## config.mk

```make
export PLATFORM = sky130hd
export DESIGN_NAME = afs_strobe_ctrl
export DESIGN_NICKNAME = d
export VERILOG_FILES = /design/src/afs_pkg.sv /design/src/afs_ms_timer.sv /design/src/afs_strobe_ctrl.sv
export VERILOG_INCLUDE_DIRS = /design/src
export SDC_FILE = /design/constraint.sdc
export NUM_CORES = 1
export LEC_CHECK = 0
export BUFFER_PORTS_ARGS = -buffer_cell sky130_fd_sc_hd__buf_4
export CAP_MARGIN = 20
export CORE_MARGIN = 2
export CORE_UTILIZATION = 59
export CTS_CLUSTER_DIAMETER = 100
export DETAILED_ROUTE_END_ITERATION = 8
export GPL_TIMING_DRIVEN = 0
export HOLD_SLACK_MARGIN = 0.02
export PLACE_DENSITY_LB_ADDON = 0.12
export SKIP_LAST_GASP = 1
export SLEW_MARGIN = 20
export SYNTH_ARGS = -nofsm -noshare
export SYNTH_HDL_FRONTEND = slang
export SYNTH_HIERARCHICAL = 1
export SYNTH_SLANG_ARGS = --single-unit
```

## constraint.sdc

```tcl
create_clock -name sys_clk -period 8.4 [get_ports sys_clk]
set_input_delay 1.68 -clock sys_clk [delete_from_list [all_inputs] [get_ports sys_clk]]
set_output_delay 1.68 -clock sys_clk [all_outputs]
set_load 0.03 [all_outputs]
```

## src/afs_cfg.svh

```systemverilog
// Constants of the auxiliary function strobe controller: offsets, fields, resets, timing.
// Assumes a single 10 MHz clock and APB register access with 32-bit data.
// Behaviour
// A block's M value of up to eight decimal digits is put on the code lines and its strobe is raised.
// One M per block is taken normally, up to three when triple-M mode is set, each on its own group.
// A value with more digits than the configured maximum for its function raises an alarm.
// The strobe goes high only after the configured strobe delay has passed since the codes were driven.
// Code lines carry the commanded value in plain binary.
// Motion and the other functions of the block start in the same cycle as the code output.
// The logic controller samples the code lines only once it sees the strobe high.
// Motion done goes high when the block's movement is finished; dependent actions wait for it.
// The logic controller raises the shared completion only when all active functions are finished.
// Strobes fall once completion has stayed high for longer than the configured hold time.
// The logic controller drops completion after it sees the strobes fall.
// When completion returns low all code lines are cleared, ending the sequence.
// No new block is taken until every handshake and the motion of the current one have finished.
// A controller reset during execution forces all strobes low well within 16 ms.
// While the lockout input is high no code lines and no strobes are output for new blocks.
// Each function group has its own code lines and strobe, all sharing one completion input.
// After reset codes, strobes and motion done are zero and the sequencer is idle.
`ifndef AFS_CFG_SVH
`define AFS_CFG_SVH

`define AFS_ADDR_CTRL 12'h000
`define AFS_ADDR_STROBE_DELAY 12'h004
`define AFS_ADDR_HOLD_TIME 12'h008
`define AFS_ADDR_DIGITS 12'h00C
`define AFS_ADDR_STATUS 12'h010
`define AFS_ADDR_IRQ_STATUS 12'h014
`define AFS_ADDR_IRQ_CLEAR 12'h018
`define AFS_ADDR_IRQ_ENABLE 12'h01C

`define AFS_CTRL_TRIPLE_BIT 0
`define AFS_DIGITS_M_LSB 0
`define AFS_DIGITS_S_LSB 4
`define AFS_DIGITS_T_LSB 8
`define AFS_STATUS_BUSY_BIT 0
`define AFS_STATUS_MDONE_BIT 1
`define AFS_STATUS_LOCK_BIT 2
`define AFS_STATUS_COMPLETE_BIT 3
`define AFS_STATUS_STROBE_LSB 4
`define AFS_IRQ_ALARM_BIT 0
`define AFS_IRQ_DONE_BIT 1
`define AFS_IRQ_ABORT_BIT 2

`define AFS_FN_AUX 0
`define AFS_FN_SECOND 1
`define AFS_FN_THIRD 2
`define AFS_FN_SPINDLE 3
`define AFS_FN_TOOL 4

`define AFS_RST_STROBE_DELAY 16'h0040
`define AFS_RST_HOLD_TIME 16'h0008
`define AFS_RST_DIGITS 12'h888

`define AFS_CLK_HZ 10000000
`define AFS_MS_PER_S 1000
`define AFS_CYCLES_PER_MS (`AFS_CLK_HZ / `AFS_MS_PER_S)
`define AFS_RESET_DROP_MS 16

`endif

```

## src/afs_pkg.sv

```systemverilog
// Types shared by the auxiliary function strobe controller.
// Assumes the constants header is included where numbers are needed.
package afs_pkg;
	typedef logic [31:0] afs_word_t;
	typedef logic [15:0] afs_half_t;
	typedef logic [4:0] afs_fnmask_t;
	typedef enum logic [2:0] {ST_IDLE, ST_DELAY, ST_STROBE, ST_HOLD, ST_RELEASE, ST_FINISH} afs_state_e;
endpackage

```

## src/afs_ms_timer.sv

```systemverilog
// Millisecond timer used for the strobe delay and the completion hold time.
// Assumes start and abort come from logic on the same clock.
`timescale 1ns/10ps
`default_nettype none
module afs_ms_timer #(
	parameter int unsigned CYCLES_PER_MS = 10000
) (
	// Clock and reset
	input wire logic sys_clk,
	input wire logic reset,
	// Control
	input wire logic start,
	input wire logic abort,
	input wire logic [15:0] durationMs,
	// Result
	output logic expired
);
	localparam logic [31:0] LastCycle = 32'(CYCLES_PER_MS - 1);
	logic [31:0] cycleCnt;
	logic [15:0] msLeft;
	logic running;

	always_ff @(posedge sys_clk)
	begin
		if (reset || abort)
		begin
			running <= 1'b0;
			cycleCnt <= 32'h0;
			msLeft <= 16'h0;
			expired <= 1'b0;
		end
		else
		begin
			expired <= 1'b0;
			if (start)
			begin
				cycleCnt <= 32'h0;
				msLeft <= durationMs;
				running <= (durationMs != 16'h0);
				expired <= (durationMs == 16'h0);
			end
			else if (running)
			begin
				if (cycleCnt == LastCycle)
				begin
					cycleCnt <= 32'h0;
					msLeft <= msLeft - 16'h1;
					if (msLeft == 16'h1)
					begin
						running <= 1'b0;
						expired <= 1'b1;
					end
				end
				else
				begin
					cycleCnt <= cycleCnt + 32'h1;
				end
			end
		end
	end
endmodule // afs_ms_timer
`default_nettype wire

```

## src/afs_strobe_ctrl.sv

```systemverilog
// Auxiliary function code and strobe sequencer with its APB register file.
// Assumes completion and lockout arrive from outside pins; block, motion and reset from local logic.
//
// Added by the designer: the register addresses and register access over APB.
`timescale 1ns/10ps
`default_nettype none
`include "afs_cfg.svh"
module afs_strobe_ctrl #(
	parameter int unsigned CYCLES_PER_MS = `AFS_CYCLES_PER_MS
) (
	// Clock and reset
	input wire logic sys_clk,
	input wire logic reset,
	// APB slave
	input wire logic psel,
	input wire logic penable,
	input wire logic pwrite,
	input wire logic [11:0] paddr,
	input wire afs_pkg::afs_word_t pwdata,
	output logic pready,
	output afs_pkg::afs_word_t prdata,
	output logic pslverr,
	// Block from the interpreter
	input wire logic blockValid,
	output logic blockReady,
	input wire logic [1:0] blockMCount,
	input wire afs_pkg::afs_word_t blockAux,
	input wire afs_pkg::afs_half_t blockSecondAux,
	input wire afs_pkg::afs_half_t blockThirdAux,
	input wire logic blockSpindleValid,
	input wire afs_pkg::afs_word_t blockSpindle,
	input wire logic blockToolValid,
	input wire afs_pkg::afs_word_t blockTool,
	input wire logic blockHasMotion,
	// Motion and controller reset
	output logic motionStart,
	input wire logic motionFinished,
	input wire logic cncReset,
	// Logic controller side
	input wire logic functionComplete,
	input wire logic auxLockout,
	output afs_pkg::afs_word_t auxCode,
	output afs_pkg::afs_half_t secondAuxCode,
	output afs_pkg::afs_half_t thirdAuxCode,
	output afs_pkg::afs_word_t spindleCode,
	output afs_pkg::afs_word_t toolCode,
	output logic auxStrobe,
	output logic secondAuxStrobe,
	output logic thirdAuxStrobe,
	output logic spindleStrobe,
	output logic toolStrobe,
	output logic motionDone,
	// Interrupt
	output logic irq
);
	import afs_pkg::*;

	// True when the value needs more decimal digits than allowed.
	function automatic logic exceedsDigits(input afs_word_t value, input logic [3:0] maxDigits);
		afs_word_t limit;
		logic unlimited;
		begin
			unlimited = 1'b0;
			case (maxDigits)
				4'h0: limit = 32'h00000001;
				4'h1: limit = 32'h0000000A;
				4'h2: limit = 32'h00000064;
				4'h3: limit = 32'h000003E8;
				4'h4: limit = 32'h00002710;
				4'h5: limit = 32'h000186A0;
				4'h6: limit = 32'h000F4240;
				4'h7: limit = 32'h00989680;
				4'h8: limit = 32'h05F5E100;
				4'h9: limit = 32'h3B9ACA00;
				default:
				begin
					limit = 32'h0;
					unlimited = 1'b1;
				end
			endcase
			exceedsDigits = !unlimited && (value >= limit);
		end
	endfunction

	function automatic logic isMapped(input logic [11:0] addr);
		case (addr)
			`AFS_ADDR_CTRL, `AFS_ADDR_STROBE_DELAY, `AFS_ADDR_HOLD_TIME, `AFS_ADDR_DIGITS,
			`AFS_ADDR_STATUS, `AFS_ADDR_IRQ_STATUS, `AFS_ADDR_IRQ_CLEAR, `AFS_ADDR_IRQ_ENABLE:
				isMapped = 1'b1;
			default:
				isMapped = 1'b0;
		endcase
	endfunction

	afs_state_e state;
	logic tripleEnable;
	logic [15:0] strobeDelayMs;
	logic [15:0] holdTimeMs;
	logic [11:0] maxDigits;
	logic [2:0] irqStatus;
	logic [2:0] irqEnable;
	logic completeMeta;
	logic completeSync;
	logic lockMeta;
	logic lockSync;
	afs_fnmask_t strobeVec;
	afs_fnmask_t next_mask;
	logic motionPending;
	logic accept;
	logic alarm;
	logic timerStart;
	logic timerAbort;
	logic timerExpired;
	logic [15:0] timerMs;
	logic blockDone;
	logic apbWrite;
	logic [2:0] events;

	// Pins from the logic controller cross into this clock through two flip-flops.
	always_ff @(posedge sys_clk)
	begin
		if (reset)
		begin
			completeMeta <= 1'b0;
			completeSync <= 1'b0;
			lockMeta <= 1'b0;
			lockSync <= 1'b0;
		end
		else
		begin
			completeMeta <= functionComplete;
			completeSync <= completeMeta;
			lockMeta <= auxLockout;
			lockSync <= lockMeta;
		end
	end

	assign blockReady = (state == ST_IDLE) && !cncReset;
	assign accept = blockValid && blockReady;

	always_comb
	begin
		next_mask = '0;
		next_mask[`AFS_FN_AUX] = (blockMCount != 2'h0);
		next_mask[`AFS_FN_SECOND] = tripleEnable && (blockMCount >= 2'h2);
		next_mask[`AFS_FN_THIRD] = tripleEnable && (blockMCount == 2'h3);
		next_mask[`AFS_FN_SPINDLE] = blockSpindleValid;
		next_mask[`AFS_FN_TOOL] = blockToolValid;
		alarm = (!tripleEnable && (blockMCount >= 2'h2))
			|| (next_mask[`AFS_FN_AUX] && exceedsDigits(blockAux, maxDigits[`AFS_DIGITS_M_LSB +: 4]))
			|| (next_mask[`AFS_FN_SECOND]
				&& exceedsDigits({16'h0, blockSecondAux}, maxDigits[`AFS_DIGITS_M_LSB +: 4]))
			|| (next_mask[`AFS_FN_THIRD]
				&& exceedsDigits({16'h0, blockThirdAux}, maxDigits[`AFS_DIGITS_M_LSB +: 4]))
			|| (next_mask[`AFS_FN_SPINDLE]
				&& exceedsDigits(blockSpindle, maxDigits[`AFS_DIGITS_S_LSB +: 4]))
			|| (next_mask[`AFS_FN_TOOL]
				&& exceedsDigits(blockTool, maxDigits[`AFS_DIGITS_T_LSB +: 4]));
		if (lockSync)
		begin
			next_mask = '0;
		end
	end

	// One timer serves both the strobe delay and the completion hold, which never overlap.
	always_comb
	begin
		timerStart = 1'b0;
		timerMs = strobeDelayMs;
		if (state == ST_IDLE)
		begin
			timerStart = accept && !alarm && (next_mask != '0);
		end
		else if (state == ST_STROBE)
		begin
			timerStart = completeSync;
			timerMs = holdTimeMs;
		end
	end
	assign timerAbort = cncReset || ((state == ST_HOLD) && !completeSync);

	afs_ms_timer #(
		.CYCLES_PER_MS(CYCLES_PER_MS)
	) u_timer (
		.sys_clk(sys_clk),
		.reset(reset),
		.start(timerStart),
		.abort(timerAbort),
		.durationMs(timerMs),
		.expired(timerExpired)
	);

	always_ff @(posedge sys_clk)
	begin
		if (reset || cncReset)
		begin
			state <= ST_IDLE;
		end
		else
		begin
			case (state)
				ST_IDLE:
					if (accept && !alarm)
					begin
						state <= (next_mask != '0) ? ST_DELAY : ST_FINISH;
					end
				ST_DELAY:
					if (timerExpired)
					begin
						state <= ST_STROBE;
					end
				ST_STROBE:
					if (completeSync)
					begin
						state <= ST_HOLD;
					end
				ST_HOLD:
					if (!completeSync)
					begin
						state <= ST_STROBE;
					end
					else if (timerExpired)
					begin
						state <= ST_RELEASE;
					end
				ST_RELEASE:
					if (!completeSync)
					begin
						state <= ST_FINISH;
					end
				ST_FINISH:
					if (!motionPending)
					begin
						state <= ST_IDLE;
					end
				default:
					state <= ST_IDLE;
			endcase
		end
	end
	assign blockDone = (state == ST_FINISH) && !motionPending && !cncReset;

	// Code lines carry the binary value from acceptance until completion falls.
	always_ff @(posedge sys_clk)
	begin
		if (reset || cncReset)
		begin
			auxCode <= '0;
			secondAuxCode <= '0;
			thirdAuxCode <= '0;
			spindleCode <= '0;
			toolCode <= '0;
		end
		else if (accept && !alarm)
		begin
			auxCode <= next_mask[`AFS_FN_AUX] ? blockAux : '0;
			secondAuxCode <= next_mask[`AFS_FN_SECOND] ? blockSecondAux : '0;
			thirdAuxCode <= next_mask[`AFS_FN_THIRD] ? blockThirdAux : '0;
			spindleCode <= next_mask[`AFS_FN_SPINDLE] ? blockSpindle : '0;
			toolCode <= next_mask[`AFS_FN_TOOL] ? blockTool : '0;
		end
		else if ((state == ST_RELEASE) && !completeSync)
		begin
			auxCode <= '0;
			secondAuxCode <= '0;
			thirdAuxCode <= '0;
			spindleCode <= '0;
			toolCode <= '0;
		end
	end

	// The strobe set is remembered at acceptance and raised when the delay expires.
	afs_fnmask_t pendingMask;
	always_ff @(posedge sys_clk)
	begin
		if (reset || cncReset)
		begin
			pendingMask <= '0;
			strobeVec <= '0;
		end
		else
		begin
			if (accept && !alarm)
			begin
				pendingMask <= next_mask;
			end
			if ((state == ST_DELAY) && timerExpired)
			begin
				strobeVec <= pendingMask;
			end
			else if ((state == ST_HOLD) && completeSync && timerExpired)
			begin
				strobeVec <= '0;
			end
		end
	end
	assign auxStrobe = strobeVec[`AFS_FN_AUX];
	assign secondAuxStrobe = strobeVec[`AFS_FN_SECOND];
	assign thirdAuxStrobe = strobeVec[`AFS_FN_THIRD];
	assign spindleStrobe = strobeVec[`AFS_FN_SPINDLE];
	assign toolStrobe = strobeVec[`AFS_FN_TOOL];

	always_ff @(posedge sys_clk)
	begin
		if (reset || cncReset)
		begin
			motionStart <= 1'b0;
			motionPending <= 1'b0;
			motionDone <= 1'b0;
		end
		else
		begin
			motionStart <= accept && !alarm && blockHasMotion;
			if (accept && !alarm)
			begin
				motionPending <= blockHasMotion;
				motionDone <= !blockHasMotion;
			end
			else if (motionPending && motionFinished)
			begin
				motionPending <= 1'b0;
				motionDone <= 1'b1;
			end
		end
	end

	// APB: no wait states; read data and error are captured in the setup cycle.
	assign pready = 1'b1;
	assign apbWrite = psel && penable && pwrite;
	always_ff @(posedge sys_clk)
	begin
		if (reset)
		begin
			tripleEnable <= 1'b0;
			strobeDelayMs <= `AFS_RST_STROBE_DELAY;
			holdTimeMs <= `AFS_RST_HOLD_TIME;
			maxDigits <= `AFS_RST_DIGITS;
			irqEnable <= 3'h0;
		end
		else if (apbWrite)
		begin
			case (paddr)
				`AFS_ADDR_CTRL: tripleEnable <= pwdata[`AFS_CTRL_TRIPLE_BIT];
				`AFS_ADDR_STROBE_DELAY: strobeDelayMs <= pwdata[15:0];
				`AFS_ADDR_HOLD_TIME: holdTimeMs <= pwdata[15:0];
				`AFS_ADDR_DIGITS: maxDigits <= pwdata[11:0];
				`AFS_ADDR_IRQ_ENABLE: irqEnable <= pwdata[2:0];
				default: ;
			endcase
		end
	end

	always_ff @(posedge sys_clk)
	begin
		if (reset)
		begin
			prdata <= '0;
			pslverr <= 1'b0;
		end
		else if (psel && !penable)
		begin
			pslverr <= !isMapped(paddr);
			prdata <= '0;
			case (paddr)
				`AFS_ADDR_CTRL: prdata[`AFS_CTRL_TRIPLE_BIT] <= tripleEnable;
				`AFS_ADDR_STROBE_DELAY: prdata[15:0] <= strobeDelayMs;
				`AFS_ADDR_HOLD_TIME: prdata[15:0] <= holdTimeMs;
				`AFS_ADDR_DIGITS: prdata[11:0] <= maxDigits;
				`AFS_ADDR_STATUS:
				begin
					prdata[`AFS_STATUS_BUSY_BIT] <= (state != ST_IDLE);
					prdata[`AFS_STATUS_MDONE_BIT] <= motionDone;
					prdata[`AFS_STATUS_LOCK_BIT] <= lockSync;
					prdata[`AFS_STATUS_COMPLETE_BIT] <= completeSync;
					prdata[`AFS_STATUS_STROBE_LSB +: 5] <= strobeVec;
				end
				`AFS_ADDR_IRQ_STATUS: prdata[2:0] <= irqStatus;
				`AFS_ADDR_IRQ_ENABLE: prdata[2:0] <= irqEnable;
				default: ;
			endcase
		end
	end

	// Sticky events; a new event wins over a clear written in the same cycle.
	always_comb
	begin
		events = 3'h0;
		events[`AFS_IRQ_ALARM_BIT] = accept && alarm;
		events[`AFS_IRQ_DONE_BIT] = blockDone;
		events[`AFS_IRQ_ABORT_BIT] = cncReset && (state != ST_IDLE);
	end
	always_ff @(posedge sys_clk)
	begin
		if (reset)
		begin
			irqStatus <= 3'h0;
		end
		else if (apbWrite && (paddr == `AFS_ADDR_IRQ_CLEAR))
		begin
			irqStatus <= (irqStatus & ~pwdata[2:0]) | events;
		end
		else
		begin
			irqStatus <= irqStatus | events;
		end
	end
	assign irq = |(irqStatus & irqEnable);
endmodule // afs_strobe_ctrl
`default_nettype wire

```

==> reports/results.tsv <==
stage	metric	value	unit
drt	ANT nets after route	0	
layout	commonest non-fill, non-tap cell in the layout	nand2_1	
sta	Clock Skews	0.0119	ns
logic_synthesis	register bit total from synthesis	266	
sta	Total Neg Setup Slack	0	ns
die	Die Wd	165	um
sta	Slew Viols, Final	0	
setup_path	CP dominant cell by count	clkbuf_1	
logic_synthesis	asr flop ratio synth	0	
logic_synthesis	mapped cell area	0.0152	mm2
drt	vias per inst	5.93	
layout	Area Overhead vs Synth	25.4	%
sta	Tmin final	5.53	ns
placed_design	HPWL Detailed	37.0	mm
global_route	initial antenna violation count	0	
layout	most frequent cells in the layout	401 x nand2_1, 351 x buf_4, 266 x dfxtp_1	
die	Die Y	165	um
power	Net Switching	673	uW
setup_path	critical path data required time	8.87	ns
clocking	CTS max path bufs	3	
logic_synthesis	Avg Cell Area, Syn	8.31	um2
setup_path	CP max stage delay	0.73	ns
drt	DRT Pass-1 Iters	6	
drt	DRC Markers	0	
layout	fraction of layout cells with a size suffix above 1	0.200	
sta	unrepaired setup endpoints after global routing	false	
clocking	Clock Tree Root	clkbuf_16	
clocking	CTS tree	built	
die	Initial Util	0.604	
power	switching part of the total	0.238	
power	combinational power share	0.093	
power	Seq pwr share	0.448	
power	Pwr Density	148	mW/mm2
global_route	GRT Total Usage	0.337	
die	I/O pin cnt	358	
run_status	status	completed	
global_route	vias in the first global route	14200	
run	Max Cap Viol	0	
sta	Worst Max-Slew Pin Slew	1.10	ns
sta	FMAX	0.181	GHz
clocking	post-CTS resize count	0	
sta	Final Setup Violations	0	
placed_design	IO buf count	324	
placed_design	RePlAce Congestion	0.957	
clocking	Post-CTS Setup Bufs	0	
global_route	largest net degree at the start of global routing	14	
drt	routed wire length	47.9	mm
setup_path	CP Data Arrival Time	6.00	ns
global_route	first-pass GRT wire length	72.8	mm
setup_path	Slowest-stage cell, CP	a2111oi_0	
power	Total Power	2.83	mW
setup_path	Worst Setup End Kind	flop	
clocking	Skew-Pair Late Insertion Delay	0.56	ns
power	clock network fraction of design power	0.459	
drt	DR vias	15100	
logic_synthesis	number of flops mapped to enable cells by yosys	0	
sta	Rel. slew slack	0.262	
clocking	CTS H-tree depth	1	
logic_synthesis	Cell variety after synth	71	
setup_path	CP Class	flop to flop	
global_route	gr ovfl total	0	
logic_synthesis	Cells after Synth	1835	
sta	final worst slack	2.87	ns
setup_path	crit-path cells	clkbuf_1 > nor2b_1 > clkbuf_1 > o21ai_0 > o31a_1 > ha_1 > nand2_1 > nor3_1 > a211o_1 > o211a_1 > or4_1 > a2111oi_0 > a22o_1 > inv_1 > clkbuf_1 > clkbuf_1 > a31oi_1	
clocking	cts bufs inserted	28	
power	Max VDD drop	0.144	mV
sta	period utilization	0.658	
power	P_leak	8.58	nW
logic_synthesis	sequential area share after synthesis	0.349	
die	num rows	58	
clocking	Reg clk slew, reported paths	0.06	ns
layout	design area	0.0191	mm2
placed_design	Cell Area, Placed	0.0181	mm2
drt	number of DRC markers in iteration 0	1391	
placed_design	DP Worst Slack	2.86	ns
sta	Hold Slack	0.440	ns
hold_path	worst min-delay path category	flop to flop	
clocking	Hold-fix buffers, CTS	0	
layout	ant diodes	0	
sta	Final Hold Fails	0	
setup_path	worst-path fanout max	10	
layout	Layout Nets	2516	
clocking	clock sink count	266	
die	CORE AREA	0.0253	mm2
drt	DR WL/cell	18.8	um
logic_synthesis	predominant post-synthesis flop cell	dfxtp_1	
power	Internal	2.16	mW
logic_synthesis	Ys Warns	6	
setup_path	CP startpoint kind	flop	
die	Die ar.	0.0271	mm2
[power groups by stage]
stage | Sequential (mW) | Clock (mW) | Combinational, mW
global placement | 1.30 | 0 | 0.250
finish | 1.27 | 1.30 | 0.263
floorplan | 1.30 | 0 | 0.120
CTS | 1.27 | 1.30 | 0.259
detailed placement | 1.30 | 0 | 0.257
global route | 1.27 | 1.35 | 0.284
[flip-flops by register name, indices dropped and copies added, names as in the netlist, 3 cells and up]
signal            count
maxDigits            12
thirdAuxCode         16
auxCode              32
u_timer/cycleCnt     32
irqEnable             3
holdTimeMs           16
pendingMask           5
state                 3
irqStatus             3
toolCode             32
u_timer/msLeft       16
strobeDelayMs        16
strobeVec             5
prdata               16
spindleCode          32
secondAuxCode        16
[worst paths after layout]
check               start                  to  slack, ns  depth (start not counted)
max          maxDigits[3]  u_timer/msLeft[11]       2.87                         17
min              lockMeta            lockSync       0.44                          1
max reg2reg  maxDigits[3]  u_timer/msLeft[11]       2.87                         17
min reg2reg      lockMeta            lockSync       0.44                          1
[worst max-delay path: cells and delay by family, from the launching register on]
family | cells | cell delay [ns]
AOI/OAI and AO/OA | 7 | 2.67
adders and majority gates | 1 | 0.27
buffers and inverters | 5 | 1.36
DFF | 1 | 0.36
and+or+nand+nor | 4 | 0.79
[final cells by class]
cell class / instances / area [um2]
Timing Repair Buffer: 324 / 2430
Fill cell: 1893 / 6140
Inverter: 29 / 109
Clock inverter: 8 / 115
Tap cell: 330 / 413
Multi-Input combinational cell: 1431 / 9230
Buffer: 124 / 644
Sequential cell: 266 / 5330
Clock buffer: 42 / 845
[stage by stage]
stage | util | cells
after floorplan | - | 1850
after global placement | 0.718 | 2504
after detailed placement | 0.719 | 2504
after CTS | 0.757 | 2554
after global routing | 0.757 | 2554
final | 0.757 | 2554
[Yosys cell counts (3+ instances only)]
library cell,number,area (um2)
inv_1,29,109
a2111oi_0,4,35.0
or4_1,18,135
a211oi_1,13,97.6
mux2i_1,160,1600
xnor2_1,19,166
nor3_1,42,210
a21o_1,11,82.6
buf_6,4,45.0
nand3_1,37,185
a211o_1,8,70.1
dfxtp_1,266,5330
o211ai_1,5,37.5
and4_1,10,87.6
nor2_1,118,443
nor4_1,30,188
nand4_1,27,169
nand3b_1,5,37.5
a221oi_1,11,96.3
a31oi_1,17,106
nand2b_1,17,106
a22oi_1,13,97.6
nor4b_1,3,26.3
or2_2,9,56.3
mux2_2,19,214
or3_1,16,100
buf_4,27,203
nand2_1,401,1510
ha_1,125,1560
nor2b_1,22,138
and3_1,11,68.8
buf_8,4,60.1
o21a_1,5,37.5
a21oi_1,96,480
o31ai_1,7,52.6
and2_1,15,93.8
nor3b_1,3,22.5
xor2_1,14,123
o21ai_0,60,300
o221ai_1,3,26.3
buf_1,3,11.3
a22o_1,7,61.3
clkbuf_1,84,315
[cell families after synthesis]
kind of cell             synth area share
buffers and inverters              0.0494
AND/OR/NAND/NOR                     0.243
XOR/XNOR                           0.0190
adder cells (fa/ha/maj)             0.103
other                            0.000493
AO/OA/AOI/OAI                       0.116
multiplexers                        0.121
flip-flops                          0.349
[layer usage]
metal  wire [um]  GRT usage
met1       18500      0.413
met5           0          0
met2       23200      0.595
met3        4280     0.0457
met4        1940      0.136
No activity file was read; power rests on OpenSTA's default activity.
